===== src/verilog/bc_irq_pkg.sv =====
package bc_irq_pkg;

    // ==========================================================
    // register indices; byte address is four times the index
    // ==========================================================
    localparam logic [7:0]  IDX_PENDING    = 8'h07;
    localparam logic [7:0]  IDX_ENABLE     = 8'h10;
    localparam logic [7:0]  IDX_OUT_ENABLE = 8'h14;
    localparam logic [7:0]  IDX_STATUS     = 8'h20;
    localparam logic [7:0]  IDX_CLEAR      = 8'h21;
    localparam logic [7:0]  IDX_IRQ_EN     = 8'h22;
    localparam int          ADDR_SHIFT     = 2;

    // ==========================================================
    // event bit positions, shared by all three registers
    // ==========================================================
    localparam int          BIT_FRAME_TIMER = 15;
    localparam int          BIT_SEL_MSG     = 14;
    localparam int          BIT_QUEUE_WRAP  = 13;
    localparam int          EOM_SEL_BIT     = 4;
    localparam int          REG_W           = 16;
    localparam int          NUM_EVT         = 3;
    localparam int          EVT_LO          = 13;

    // ==========================================================
    // block status register layout
    // ==========================================================
    localparam int          ST_CAPTURED     = 0;
    localparam int          ST_DROPPED      = 1;
    localparam int          ST_LINE_RAISED  = 2;
    localparam int          ST_W            = 3;

    // ==========================================================
    // reset values
    // ==========================================================
    localparam logic [15:0] RST_PENDING     = 16'h0000;
    localparam logic [15:0] RST_ENABLE      = 16'h0000;
    localparam logic [15:0] RST_OUT_ENABLE  = 16'h0000;
    localparam logic [2:0]  RST_STATUS      = 3'h0;
    localparam logic [2:0]  RST_IRQ_EN      = 3'h0;

    typedef enum logic [1:0] {
        LINE_IDLE,
        LINE_ARMED,
        LINE_ASSERTED
    } line_state_t;

endpackage


===== src/verilog/bc_irq_gate.sv =====
// Our own choice: register access over APB.
`timescale 1ns/10ps
module bc_irq_gate #(
    parameter int REG_W = bc_irq_pkg::REG_W
) (
    input  wire logic             pclk,
    input  wire logic             presetn,
    input  wire logic             psel,
    input  wire logic             penable,
    input  wire logic             pwrite,
    input  wire logic [11:0]      paddr,
    input  wire logic [31:0]      pwdata,
    input  wire logic [3:0]       pstrb,
    output logic      [31:0]      prdata,
    output logic                  pready,
    output logic                  pslverr,
    input  wire logic             frame_timer_expired,
    input  wire logic             message_complete,
    input  wire logic [15:0]      message_control_word,
    input  wire logic             queue_wrap,
    input  wire logic             other_irq_request,
    output logic                  log_write,
    output logic      [REG_W-1:0] log_event_bits,
    output logic                  controller_summary_pending,
    output logic                  host_irq_n,
    output logic                  block_irq
);

    // ==========================================================
    // registers
    // ==========================================================
    logic [REG_W-1:0]          enable_q;
    logic [REG_W-1:0]          out_enable_q;
    logic [REG_W-1:0]          pending_q;
    logic [REG_W-1:0]          pending_d;
    logic [REG_W-1:0]          snapshot_q;
    logic [bc_irq_pkg::ST_W-1:0] status_q;
    logic [bc_irq_pkg::ST_W-1:0] irq_en_q;
    logic [bc_irq_pkg::ST_W-1:0] status_set;
    logic [bc_irq_pkg::ST_W-1:0] status_clr;
    logic [31:0]               prdata_q;
    logic                      slverr_q;
    logic                      log_write_q;
    logic [REG_W-1:0]          log_bits_q;
    logic                      summary_q;
    logic                      line_q;
    logic                      block_irq_q;
    bc_irq_pkg::line_state_t   line_st_q;

    // ==========================================================
    // event decode
    // ==========================================================
    logic [REG_W-1:0]          raw_evt;
    logic [REG_W-1:0]          live_evt;
    logic [REG_W-1:0]          dropped_evt;
    logic                      any_live;
    logic                      any_high;
    logic                      sel_msg;

    // only flagged messages count as a selected completion
    assign sel_msg = message_complete
        & message_control_word[bc_irq_pkg::EOM_SEL_BIT];

    always_comb
    begin
        raw_evt = '0;
        raw_evt[bc_irq_pkg::BIT_FRAME_TIMER] = frame_timer_expired;
        raw_evt[bc_irq_pkg::BIT_SEL_MSG]     = sel_msg;
        raw_evt[bc_irq_pkg::BIT_QUEUE_WRAP]  = queue_wrap;
    end

    // enable is sampled only at the event itself, never remembered
    assign live_evt    = raw_evt & enable_q;
    assign dropped_evt = raw_evt & ~enable_q;
    assign any_live    = |live_evt;
    assign any_high    = |(live_evt & out_enable_q);

    // ==========================================================
    // apb decode
    // ==========================================================
    logic [9:0]  word_idx;
    logic        setup_ph;
    logic        access_ph;
    logic        wr_acc;
    logic        rd_acc;
    logic        hit;
    logic [31:0] rd_mux;

    assign word_idx  = paddr[11:bc_irq_pkg::ADDR_SHIFT];
    assign setup_ph  = psel & ~penable;
    assign access_ph = psel & penable;
    assign wr_acc    = access_ph & pwrite;
    assign rd_acc    = access_ph & ~pwrite;

    function automatic logic idx_is(input logic [9:0] w,
                                    input logic [7:0] i);
        idx_is = (w == {2'h0, i});
    endfunction

    always_comb
    begin
        hit    = 1'b1;
        rd_mux = 32'h0000_0000;
        if (idx_is(word_idx, bc_irq_pkg::IDX_PENDING))
            rd_mux[REG_W-1:0] = pending_q;
        else if (idx_is(word_idx, bc_irq_pkg::IDX_ENABLE))
            rd_mux[REG_W-1:0] = enable_q;
        else if (idx_is(word_idx, bc_irq_pkg::IDX_OUT_ENABLE))
            rd_mux[REG_W-1:0] = out_enable_q;
        else if (idx_is(word_idx, bc_irq_pkg::IDX_STATUS))
            rd_mux[bc_irq_pkg::ST_W-1:0] = status_q;
        else if (idx_is(word_idx, bc_irq_pkg::IDX_CLEAR))
            rd_mux = 32'h0000_0000;
        else if (idx_is(word_idx, bc_irq_pkg::IDX_IRQ_EN))
            rd_mux[bc_irq_pkg::ST_W-1:0] = irq_en_q;
        else
            hit = 1'b0;
    end

    // zero wait states: data was latched in the setup cycle
    // so pready can stay high with no read path in access
    assign pready  = 1'b1;
    assign prdata  = prdata_q;
    assign pslverr = slverr_q & access_ph;

    always_ff @(posedge pclk or negedge presetn)
    begin
        if (!presetn)
        begin
            prdata_q   <= 32'h0000_0000;
            slverr_q   <= 1'b0;
            snapshot_q <= bc_irq_pkg::RST_PENDING;
        end
        else if (setup_ph)
        begin
            prdata_q   <= pwrite ? 32'h0000_0000 : rd_mux;
            slverr_q   <= ~hit;
            snapshot_q <= pending_q;
        end
    end

    // ==========================================================
    // control registers; byte lanes honoured
    // ==========================================================
    logic en_wr;
    logic oe_wr;
    logic ie_wr;
    logic clr_wr;

    assign en_wr  = wr_acc & idx_is(word_idx, bc_irq_pkg::IDX_ENABLE);
    assign oe_wr  = wr_acc & idx_is(word_idx, bc_irq_pkg::IDX_OUT_ENABLE);
    assign ie_wr  = wr_acc & idx_is(word_idx, bc_irq_pkg::IDX_IRQ_EN);
    assign clr_wr = wr_acc & idx_is(word_idx, bc_irq_pkg::IDX_CLEAR)
                  & pstrb[0];

    always_ff @(posedge pclk or negedge presetn)
    begin
        if (!presetn)
            enable_q <= bc_irq_pkg::RST_ENABLE;
        else if (en_wr)
        begin
            if (pstrb[0])
                enable_q[7:0] <= pwdata[7:0];
            if (pstrb[1])
                enable_q[15:8] <= pwdata[15:8];
        end
    end

    always_ff @(posedge pclk or negedge presetn)
    begin
        if (!presetn)
            out_enable_q <= bc_irq_pkg::RST_OUT_ENABLE;
        else if (oe_wr)
        begin
            if (pstrb[0])
                out_enable_q[7:0] <= pwdata[7:0];
            if (pstrb[1])
                out_enable_q[15:8] <= pwdata[15:8];
        end
    end

    always_ff @(posedge pclk or negedge presetn)
    begin
        if (!presetn)
            irq_en_q <= bc_irq_pkg::RST_IRQ_EN;
        else if (ie_wr && pstrb[0])
            irq_en_q <= pwdata[bc_irq_pkg::ST_W-1:0];
    end

    // ==========================================================
    // pending capture, read-to-clear
    // ==========================================================
    logic pend_rd;

    assign pend_rd = rd_acc & idx_is(word_idx, bc_irq_pkg::IDX_PENDING);

    // only bits the host actually saw are cleared, so an event
    // landing between setup and access survives the read
    // the snapshot is what the host got back, not live state
    always_comb
    begin
        if (pend_rd)
            pending_d = (pending_q & ~snapshot_q) | live_evt;
        else
            pending_d = pending_q | live_evt;
    end

    always_ff @(posedge pclk or negedge presetn)
    begin
        if (!presetn)
            pending_q <= bc_irq_pkg::RST_PENDING;
        else
            pending_q <= pending_d;
    end

    // ==========================================================
    // log entry and summary pulse
    // ==========================================================
    always_ff @(posedge pclk or negedge presetn)
    begin
        if (!presetn)
        begin
            log_write_q <= 1'b0;
            log_bits_q  <= '0;
        end
        else
        begin
            log_write_q <= any_live;
            if (any_live)
                log_bits_q <= live_evt;
        end
    end

    always_ff @(posedge pclk or negedge presetn)
    begin
        if (!presetn)
            summary_q <= 1'b0;
        else
            summary_q <= any_live;
    end

    assign log_write                  = log_write_q;
    assign log_event_bits             = log_bits_q;
    assign controller_summary_pending = summary_q;

    // ==========================================================
    // host line sequencing
    // ==========================================================
    // a high-priority event arms the line; it drops at the next
    // message completion. frame timer expiry outside a message
    // waits for the next completion: a known limitation.
    // a pending read only disarms a raised line; an armed one
    // still pulls the line low at the next completion, so the
    // host may see a late line after it has already polled
    always_ff @(posedge pclk or negedge presetn)
    begin
        if (!presetn)
            line_st_q <= bc_irq_pkg::LINE_IDLE;
        else
        begin
            case (line_st_q)
                bc_irq_pkg::LINE_IDLE:
                    if (any_high && message_complete)
                        line_st_q <= bc_irq_pkg::LINE_ASSERTED;
                    else if (any_high)
                        line_st_q <= bc_irq_pkg::LINE_ARMED;
                bc_irq_pkg::LINE_ARMED:
                    if (message_complete)
                        line_st_q <= bc_irq_pkg::LINE_ASSERTED;
                bc_irq_pkg::LINE_ASSERTED:
                    if (pend_rd && !any_high)
                        line_st_q <= bc_irq_pkg::LINE_IDLE;
                    else if (pend_rd)
                        line_st_q <= bc_irq_pkg::LINE_ARMED;
                default:
                    line_st_q <= bc_irq_pkg::LINE_IDLE;
            endcase
        end
    end

    always_ff @(posedge pclk or negedge presetn)
    begin
        if (!presetn)
            line_q <= 1'b0;
        else
            line_q <= (line_st_q == bc_irq_pkg::LINE_ASSERTED)
                    | other_irq_request;
    end

    assign host_irq_n = ~line_q;

    // ==========================================================
    // block status, clear and enable
    // ==========================================================
    always_comb
    begin
        status_set = '0;
        status_set[bc_irq_pkg::ST_CAPTURED]    = any_live;
        status_set[bc_irq_pkg::ST_DROPPED]     = |dropped_evt;
        status_set[bc_irq_pkg::ST_LINE_RAISED] =
            (line_st_q != bc_irq_pkg::LINE_ASSERTED)
            & ((line_st_q == bc_irq_pkg::LINE_ARMED) | any_high)
            & message_complete;
        status_clr = clr_wr ? pwdata[bc_irq_pkg::ST_W-1:0]
                            : {bc_irq_pkg::ST_W{1'b0}};
    end

    // set beats clear in the same cycle
    always_ff @(posedge pclk or negedge presetn)
    begin
        if (!presetn)
            status_q <= bc_irq_pkg::RST_STATUS;
        else
            status_q <= (status_q & ~status_clr) | status_set;
    end

    always_ff @(posedge pclk or negedge presetn)
    begin
        if (!presetn)
            block_irq_q <= 1'b0;
        else
            block_irq_q <= |(status_q & irq_en_q);
    end

    assign block_irq = block_irq_q;

endmodule


===== config.mk =====
export PLATFORM = sky130hd
export DESIGN_NAME = bc_irq_gate
export DESIGN_NICKNAME = d
export VERILOG_FILES = /design/src/verilog/bc_irq_pkg.sv /design/src/verilog/bc_irq_gate.sv
export SDC_FILE = /design/constraint.sdc
export NUM_CORES = 1
export LEC_CHECK = 0
export BUFFER_PORTS_ARGS = -buffer_cell sky130_fd_sc_hd__buf_2
export CAP_MARGIN = 30
export CORE_UTILIZATION = 36
export CTS_CLUSTER_SIZE = 20
export DETAILED_ROUTE_END_ITERATION = 7
export PLACE_DENSITY_LB_ADDON = 0.25
export SLEW_MARGIN = 10
export SYNTH_ARGS = -nofsm -noshare
export SYNTH_HDL_FRONTEND = slang
export SYNTH_SLANG_ARGS = --single-unit

===== constraint.sdc =====
create_clock -name pclk -period 3.85 [get_ports pclk]
set_clock_uncertainty 0.1 [all_clocks]
set_input_delay 0.77 -clock pclk [delete_from_list [all_inputs] [get_ports pclk]]
set_output_delay 0.77 -clock pclk [all_outputs]
set_load 0.02 [all_outputs]

==> results of run 1 <==
## metrics by stage
step | power [W] | instance area [um2] | setup slack [ns] | instances | hold WS (ns)
floorplan | 0.001108 | 4483 | 1.240 | 392 | 0.3233
global placement | 0.001140 | 4706 | 0.8215 | 554 | 0.3291
detailed placement | 0.001143 | 4706 | 0.7796 | 554 | 0.3468
CTS | 0.001948 | 4974 | 1.141 | 570 | 0.3523
global route | 0.002002 | 4974 | 1.039 | 570 | 0.3684
finish | 0.001922 | 4974 | 1.128 | 570 | 0.3460
## Yosys cell counts (2+ instances only)
master	number	share of area (%)
sky130_fd_sc_hd__a21boi_0	13	2.2
sky130_fd_sc_hd__a21o_1	2	0.34
sky130_fd_sc_hd__a221oi_1	2	0.40
sky130_fd_sc_hd__a22o_1	3	0.60
sky130_fd_sc_hd__a22oi_1	15	2.6
sky130_fd_sc_hd__a32oi_1	2	0.40
sky130_fd_sc_hd__and2_1	3	0.43
sky130_fd_sc_hd__and3_1	5	0.71
sky130_fd_sc_hd__buf_2	3	0.34
sky130_fd_sc_hd__buf_4	32	5.5
sky130_fd_sc_hd__clkbuf_1	10	0.86
sky130_fd_sc_hd__conb_1	2	0.17
sky130_fd_sc_hd__dfrtp_1	95	54
sky130_fd_sc_hd__inv_1	8	0.69
sky130_fd_sc_hd__mux2_2	67	17
sky130_fd_sc_hd__nand2_1	31	2.7
sky130_fd_sc_hd__nand2b_1	4	0.57
sky130_fd_sc_hd__nand3_1	8	0.91
sky130_fd_sc_hd__nand4_1	2	0.29
sky130_fd_sc_hd__nor2_1	5	0.43
sky130_fd_sc_hd__nor3_1	4	0.46
sky130_fd_sc_hd__nor4_1	2	0.29
sky130_fd_sc_hd__o21ai_0	20	2.3
sky130_fd_sc_hd__o22ai_1	2	0.29
sky130_fd_sc_hd__or2_2	2	0.29
## cell type report
type	instances	area, um2
flip-flops and latches	95	2377
repair buffers	66	345.3
well taps	143	178.9
clock buffers	11	232.7
fillers	1123	6640
multi-input cells	242	1774
clock inverters	5	35.03
inverters	8	30.03
## metal layers
layer | part of all wire, % | wire (um)
met4 | 0.75 | 68
met2 | 46 | 4190
met1 | 47 | 4301
met5 | 0 | 0
met3 | 5.9 | 532
## cell families after synthesis
kind of cell             Yosys count  share of synthesized area [%]
AND/OR/NAND/NOR                   79                          10.06
adder cells (fa/ha/maj)            1                         0.2286
multiplexers                      68                          17.46
flip-flops                        95                          54.30
buffers and inverters             55                          7.716
AO/OA/AOI/OAI                     64                          10.06
other                              2                         0.1715
## report_power, final
| part | internal (W) | switching (W) |
|---|---|---|
| registers | 0.00100 | 0.00000280 |
| clock network | 0.000437 | 0.000362 |
| logic | 0.0000323 | 0.0000853 |
| total | 0.00147 | 0.000450 |
## registers in the layout (all words and copies together) (netlist names)
signal / flops
block_irq: 1
controller_summary_pending: 1
enable_q: 16
irq_en_q: 3
line_q: 1
line_st_q: 2
log_event_bits: 3
out_enable_q: 16
pending_q: 16
prdata: 16
slverr_q: 1
snapshot_q: 16
status_q: 3
## worst min-delay path by stage
stage | to | slack, ns | startpoint | cells past startpoint
6_report | enable_q[9] | 0.35 | presetn | 1
5_1_grt | pending_q[3] | 0.37 | snapshot_q[3] | 1
4_1_cts | pending_q[11] | 0.35 | snapshot_q[11] | 1
3_5_place_dp | pending_q[5] | 0.35 | snapshot_q[5] | 1
3_3_place_gp | pending_q[0] | 0.33 | snapshot_q[0] | 1
2_1_floorplan | pending_q[0] | 0.32 | snapshot_q[0] | 1
==> impl_metrics.py, run 1 <==
metrics = {
    "worst_setup_path": {
        "setup.worst_path.end_class": "flip-flop",
        "delay_of_the_slowest_critical_path_stage_ns": 0.78,
        "worst-r2r-cell-count": 4,
        "timing.critical_path.required_ns": 3.97,
        "critical-path-slowest-cell": "sky130_fd_sc_hd__nor4_4",
        "timing.critical_path.depth": 4,
        "reg2reg_to": "status_q[2]",
        "timing_worst_setup_path_type": "in -> reg",
        "timing.reg2reg.setup_slack_ns": 2.31,
        "timing.rr.start": "enable_q[14]",
        "endpoint": "out_enable_q[15]",
        "setup.worst_path.start_class": "input pin",
        "setup.worst_path.start": "paddr[3]",
        "worstPathMaxFanout": 9,
        "worst_ep_arrival_time_ns": 2.84,
        "critical_path.n_buffers_inverters": 1,
        "critPathTopFamily": "simple AND/OR/NAND/NOR gates",
        "crit_chain": "buf_2, or4b_1, nor4_4, mux2_2",
    },
    "sta": {
        "tightest_slew_ns": 0.8049,
        "timing.final.crit_period_ns": 2.722,
        "fmax_mhz": 367.4,
        "post_route_setup_tns_ns": 0,
        "report.final.slew_viol_count": 0,
        "layout_worst_path_cycle_share_pct": 70.71,
        "hold_viol": 0,
        "setup_violations": 0,
        "grt_setup_unrepaired": "no",
        "slew_headroom_pct": 45.93,
    },
    "pwr": {
        "ir_drop_mv": 0.2151,
        "leakage_nw": 2.510,
        "power.density_cell_area_nw_per_um2": 386.3,
    },
    "layout": {
        "final_core_utilization_pct": 42.82,
        "num_antenna_cells": 0,
        "layout.cells.most_common_list": "sky130_fd_sc_hd__dfrtp_1, sky130_fd_sc_hd__mux2_2, sky130_fd_sc_hd__buf_2",
        "num-nets-final": 495,
        "layout_commonest_cell": "sky130_fd_sc_hd__dfrtp_1",
        "drive_above_1_share_pct": 36.07,
        "layout-area-overhead-vs-synth_pct": 13.60,
    },
    "route": {
        "drtIter0Drc": 160,
        "wl_um": 9092,
        "dr_total_vias": 2924,
        "drt_pass1_iterations": 8,
        "ant_nets": 0,
        "routed_via_density": 5.130,
        "drt-wirelength-per-cell_um": 15.95,
        "route.detailed.drc": 11,
    },
    "clock_network": {
        "cts_setup_buffers": 0,
        "cts-hold-fix-buffers": 0,
        "ctsRootBufferMaster": "sky130_fd_sc_hd__clkbuf_16",
        "tritoncts": "done",
        "post_cts_resized": 0,
        "cts.htree.levels": 3,
        "clk_sink_count": 95,
        "worst_skew_pair_later_pin_latency_ns": 0.33,
        "clock_path_buffers": 2,
        "clock_pin_slew_on_the_worst_setup_and_hold_paths_ns": 0.06,
        "numCtsBuffers": 9,
    },
    "place": {
        "detailed_place_hpwl_um": 6276,
        "placement.io_buffers": 61,
        "gpl_congestion": 0.7578,
    },
    "global_route": {
        "grt_max_degree": 50,
        "grt_antenna_before_repair": 0,
        "grt_first_pass_wirelength_um": 15150,
        "globalRoute.busiestLayer": "met2",
        "groute.layer.met3.usage_pct": 4.050,
        "global_route_met2_usage_pct": 23.60,
        "globalRouteOverflowTotal": 0,
        "use_met1_pct": 21.73,
        "track_usage_pct": 15.39,
        "first_global_vias": 2906,
    },
    "synth": {
        "synthesis.area_per_instance_um2": 12.03,
        "post_synth_instance_area_um2": 4378,
        "yosysWarningCount": 0,
        "synth_cell_types": 47,
        "ys_async_sr_fraction_pct": 100.0,
        "postSynth.topFlopCell": "sky130_fd_sc_hd__dfrtp_1",
        "synth-seq-cells": 95,
        "edff_count_synth": 0,
        "syn_inst": 364,
        "synth-seq-area-share_pct": 54.30,
    },
    "floorplan": {
        "core_area_um2": 11610,
        "std_cell_rows": 39,
        "initial_utilization_pct": 37.70,
        "die-area_um2": 12610,
        "die_width_um": 112.3,
        "io_pins": 127,
        "dieHeight_um": 112.3,
    },
    "status": {
        "outcome": "finished with violations",
        "failing_checks": "design-rule violations",
    },
    "hold_path": {
        "hold_path.class": "in -> async",
    },
    "run": {
        "drv.max_cap_violation_count": 0,
    },
}
Note: power is estimated with default switching activity, not from simulation.
==> inputs of run 2 (changes only) <==
--- a/config.mk
+++ b/config.mk
@@ -5,6 +5,7 @@
 export SDC_FILE = /design/constraint.sdc
 export NUM_CORES = 1
 export LEC_CHECK = 0
+export ABC_AREA = 1
 export BUFFER_PORTS_ARGS = -buffer_cell sky130_fd_sc_hd__buf_2
 export CAP_MARGIN = 30
 export CORE_UTILIZATION = 36
==> constraint.sdc (replaced) <==
create_clock -name pclk -period 2.5 [get_ports pclk]
set_clock_uncertainty 0.1 [all_clocks]
set_input_delay 0.5 -clock pclk [delete_from_list [all_inputs] [get_ports pclk]]
set_output_delay 0.5 -clock pclk [all_outputs]
set_load 0.02 [all_outputs]
==> run 2 against run 1 <==
Effect of this change:
- the flow now finishes without violations
- cell count increased by 32%
- flip-flop and latch count did not move
- critical path depth up 5
- register-to-register slack lost 0.97 ns
- first-iteration DRC count up 43%
- clock-buffer cell count down 1
- sequential power is 57% higher
- synthesized area increased by 2.1%
- core utilization shrank 0.58 points
- largest cell class unchanged
- non-clock buffer count decreased by 1
- hold slack worse by 0.34 ns
- power rose by 65%
==> impl_metrics.py, run 2 <==
metrics = {
    "status": {
        "outcome": "finished clean",
    },
    "floorplan": {
        "die_width_um": 113.4,
        "die-area_um2": 12860,
        "core_area_um2": 12060,
        "io_pins": 127,
        "std_cell_rows": 40,
        "initial_utilization_pct": 37.05,
        "dieHeight_um": 113.4,
    },
    "sta": {
        "timing.final.crit_period_ns": 1.821,
        "post_route_setup_tns_ns": 0,
        "setup_violations": 0,
        "layout_worst_path_cycle_share_pct": 72.84,
        "hold_viol": 0,
        "minimum_setup_slack_in_the_final_design_ns": 0.6789,
        "report.final.slew_viol_count": 0,
        "fmax_mhz": 549.1,
        "grt_setup_unrepaired": "no",
    },
    "synth": {
        "synth_commonest_cells": "sky130_fd_sc_hd__nand2_1, sky130_fd_sc_hd__dfrtp_1, sky130_fd_sc_hd__inv_1",
        "synth-seq-cells": 95,
        "ys_async_sr_fraction_pct": 100.0,
        "top_area_cell_type_share_of_the_netlist_area_pct": 53.19,
        "synthesis.area_per_instance_um2": 8.497,
        "synth_cell_types": 29,
        "edff_count_synth": 0,
        "yosys.area.top_type": "sky130_fd_sc_hd__dfrtp_1",
        "post_synth_instance_area_um2": 4469,
        "yosysWarningCount": 0,
        "yosys-top-cells-area": "sky130_fd_sc_hd__dfrtp_1, sky130_fd_sc_hd__nand2_1, sky130_fd_sc_hd__inv_1",
        "postSynth.topFlopCell": "sky130_fd_sc_hd__dfrtp_1",
        "syn_inst": 526,
        "synth-seq-area-share_pct": 53.19,
        "yosys.cell_count.top_type": "sky130_fd_sc_hd__nand2_1",
    },
    "route": {
        "drtIter0Drc": 229,
        "drt_pass1_iterations": 6,
        "dr_total_vias": 3404,
        "ant_nets": 0,
        "route.detailed.drc": 0,
        "wl_um": 9471,
        "drt-wirelength-per-cell_um": 12.56,
        "routed_via_density": 4.515,
    },
    "clock_network": {
        "cts.htree.levels": 3,
        "numCtsBuffers": 9,
        "cts_setup_buffers": 0,
        "clock_pin_slew_on_the_worst_setup_and_hold_paths_ns": 0.06,
        "post_cts_resized": 0,
        "cts-hold-fix-buffers": 0,
        "ctsRootBufferMaster": "sky130_fd_sc_hd__clkbuf_16",
        "clk_sink_count": 95,
        "worst_skew_pair_later_pin_latency_ns": 0.33,
        "tritoncts": "done",
        "clock_path_buffers": 2,
    },
    "global_route": {
        "globalRouteOverflowTotal": 0,
        "grt_antenna_before_repair": 0,
        "track_usage_pct": 16.33,
        "grt_max_degree": 66,
        "grt_first_pass_wirelength_um": 16500,
        "first_global_vias": 3470,
    },
    "worst_setup_path": {
        "critical-path-slowest-cell": "sky130_fd_sc_hd__inv_2",
        "worst_ep_arrival_time_ns": 1.92,
        "timing_worst_setup_path_type": "in -> reg",
        "critical_path.n_buffers_inverters": 2,
        "crit_chain": "buf_2, nor2_2, nand2_1, nor2_4, nand2_2, inv_2, nand2_2, nand2_1, o21ai_1",
        "timing.critical_path.required_ns": 2.60,
        "worstPathMaxFanout": 16,
        "critPathTopFamily": "simple AND/OR/NAND/NOR gates",
        "setup.worst_path.end_class": "flip-flop",
        "setup.worst_path.start_class": "input pin",
        "delay_of_the_slowest_critical_path_stage_ns": 0.27,
    },
    "run": {
        "drv.max_cap_violation_count": 0,
    },
    "layout": {
        "num_antenna_cells": 0,
        "layout.cells.most_common_list": "sky130_fd_sc_hd__nand2_1, sky130_fd_sc_hd__dfrtp_1, sky130_fd_sc_hd__inv_1",
        "register_area_um2": 2377,
        "layout_commonest_cell": "sky130_fd_sc_hd__nand2_1",
        "num-nets-final": 658,
        "layout-area-overhead-vs-synth_pct": 14.00,
        "finish.cell_count_without_fillers": 754,
        "final.fill_count": 1213,
        "drive_above_1_share_pct": 17.06,
        "multi_input_comb_area_um2": 1613,
    },
    "pwr": {
        "leakage_nw": 2.780,
        "power.density_cell_area_nw_per_um2": 623.8,
        "ir_drop_mv": 0.3065,
    },
    "place": {
        "dp_cells": 742,
        "dpl_worst_slack_ns": 0.3338,
        "gpl_congestion": 0.8504,
        "detailed_place_hpwl_um": 6723,
        "placement.io_buffers": 61,
    },
    "hold_path": {
        "hold_path.class": "in -> async",
    },
}
## run 2: cell types whose count changed after synthesis, sizes merged, moves of 6 or more
cell,change
nand2,+123
mux2,-67
inv,+60
o21ai,+46
nand3,+20
nor2,+17
a21oi,+16
a22oi,-15
a21boi,-13
o211ai,+11
clkbuf,-6
## run 2: metal layers
layer / global-route usage [%] / vias up / routed length, um / share of wire [%]
met4: 6.930 / 0 / 133 / 1.4
met3: 2.391 / 9 / 350 / 3.7
met5: 0 / - / 0 / 0
met2: 26.22 / 85 / 4456 / 47
met1: 22.21 / 1576 / 4531 / 48
li1: - / 1734 / - / -
## run 2: final cells by class
cell class / instances / share of cell area [%]
Clock buffer: 10 / 4.494
Inverter: 68 / 5.010
Clock inverter: 2 / 1.179
Tap cell: 168 / 4.126
Sequential cell: 95 / 46.66
Multi-Input combinational cell: 346 / 31.66
Timing Repair Buffer: 65 / 6.876
## run 2: where the power goes
part | internal (W) | switching [W] | leakage [nW]
registers | 0.00157 | 0.0000192 | 1.20
logic | 0.0000575 | 0.000157 | 1.43
clock network | 0.000854 | 0.000517 | 0.140
total | 0.00249 | 0.000693 | 2.78
## run 2: kinds of logic (layout without fill, tap and decap cells)
| family | Yosys count | count (layout) | synth area share (%) |
|---|---|---|---|
| and+or+nand+nor | 218 | 218 | 21.64 |
| buffers and inverters | 113 | 145 | 13.07 |
| AOI/OAI and AO/OA | 98 | 98 | 11.93 |
| DFF | 95 | 95 | 53.19 |
| other | 2 | 30 | 0.1680 |
## run 2: per-stage QoR
step	hold WS, ns	utilization, %	area [um2]	total power (W)
3_3_place_gp	0.3246	39.84	4806	0.001831
2_1_floorplan	0.1044	-	4574	0.001772
4_1_cts	0.006764	42.24	5095	0.003223
6_report	0.001953	42.24	5095	0.003178
5_1_grt	0.02185	42.24	5095	0.003314
3_5_place_dp	0.3288	39.84	4806	0.001839
## run 2: final timing paths
kind	cells after the start	slack [ns]	endpoint	start
worst max register to register	3	1.34	status_q[1]	enable_q[13]
max in group asynchronous	2	1.61	pending_q[1]	presetn
worst min-delay path	1	0.002	prdata[7]	presetn
worst min register to register	1	0.34	pending_q[9]	snapshot_q[9]
worst max-delay path	9	0.68	enable_q[10]	paddr[4]
min in group pclk	2	0.27	line_q	other_irq_request
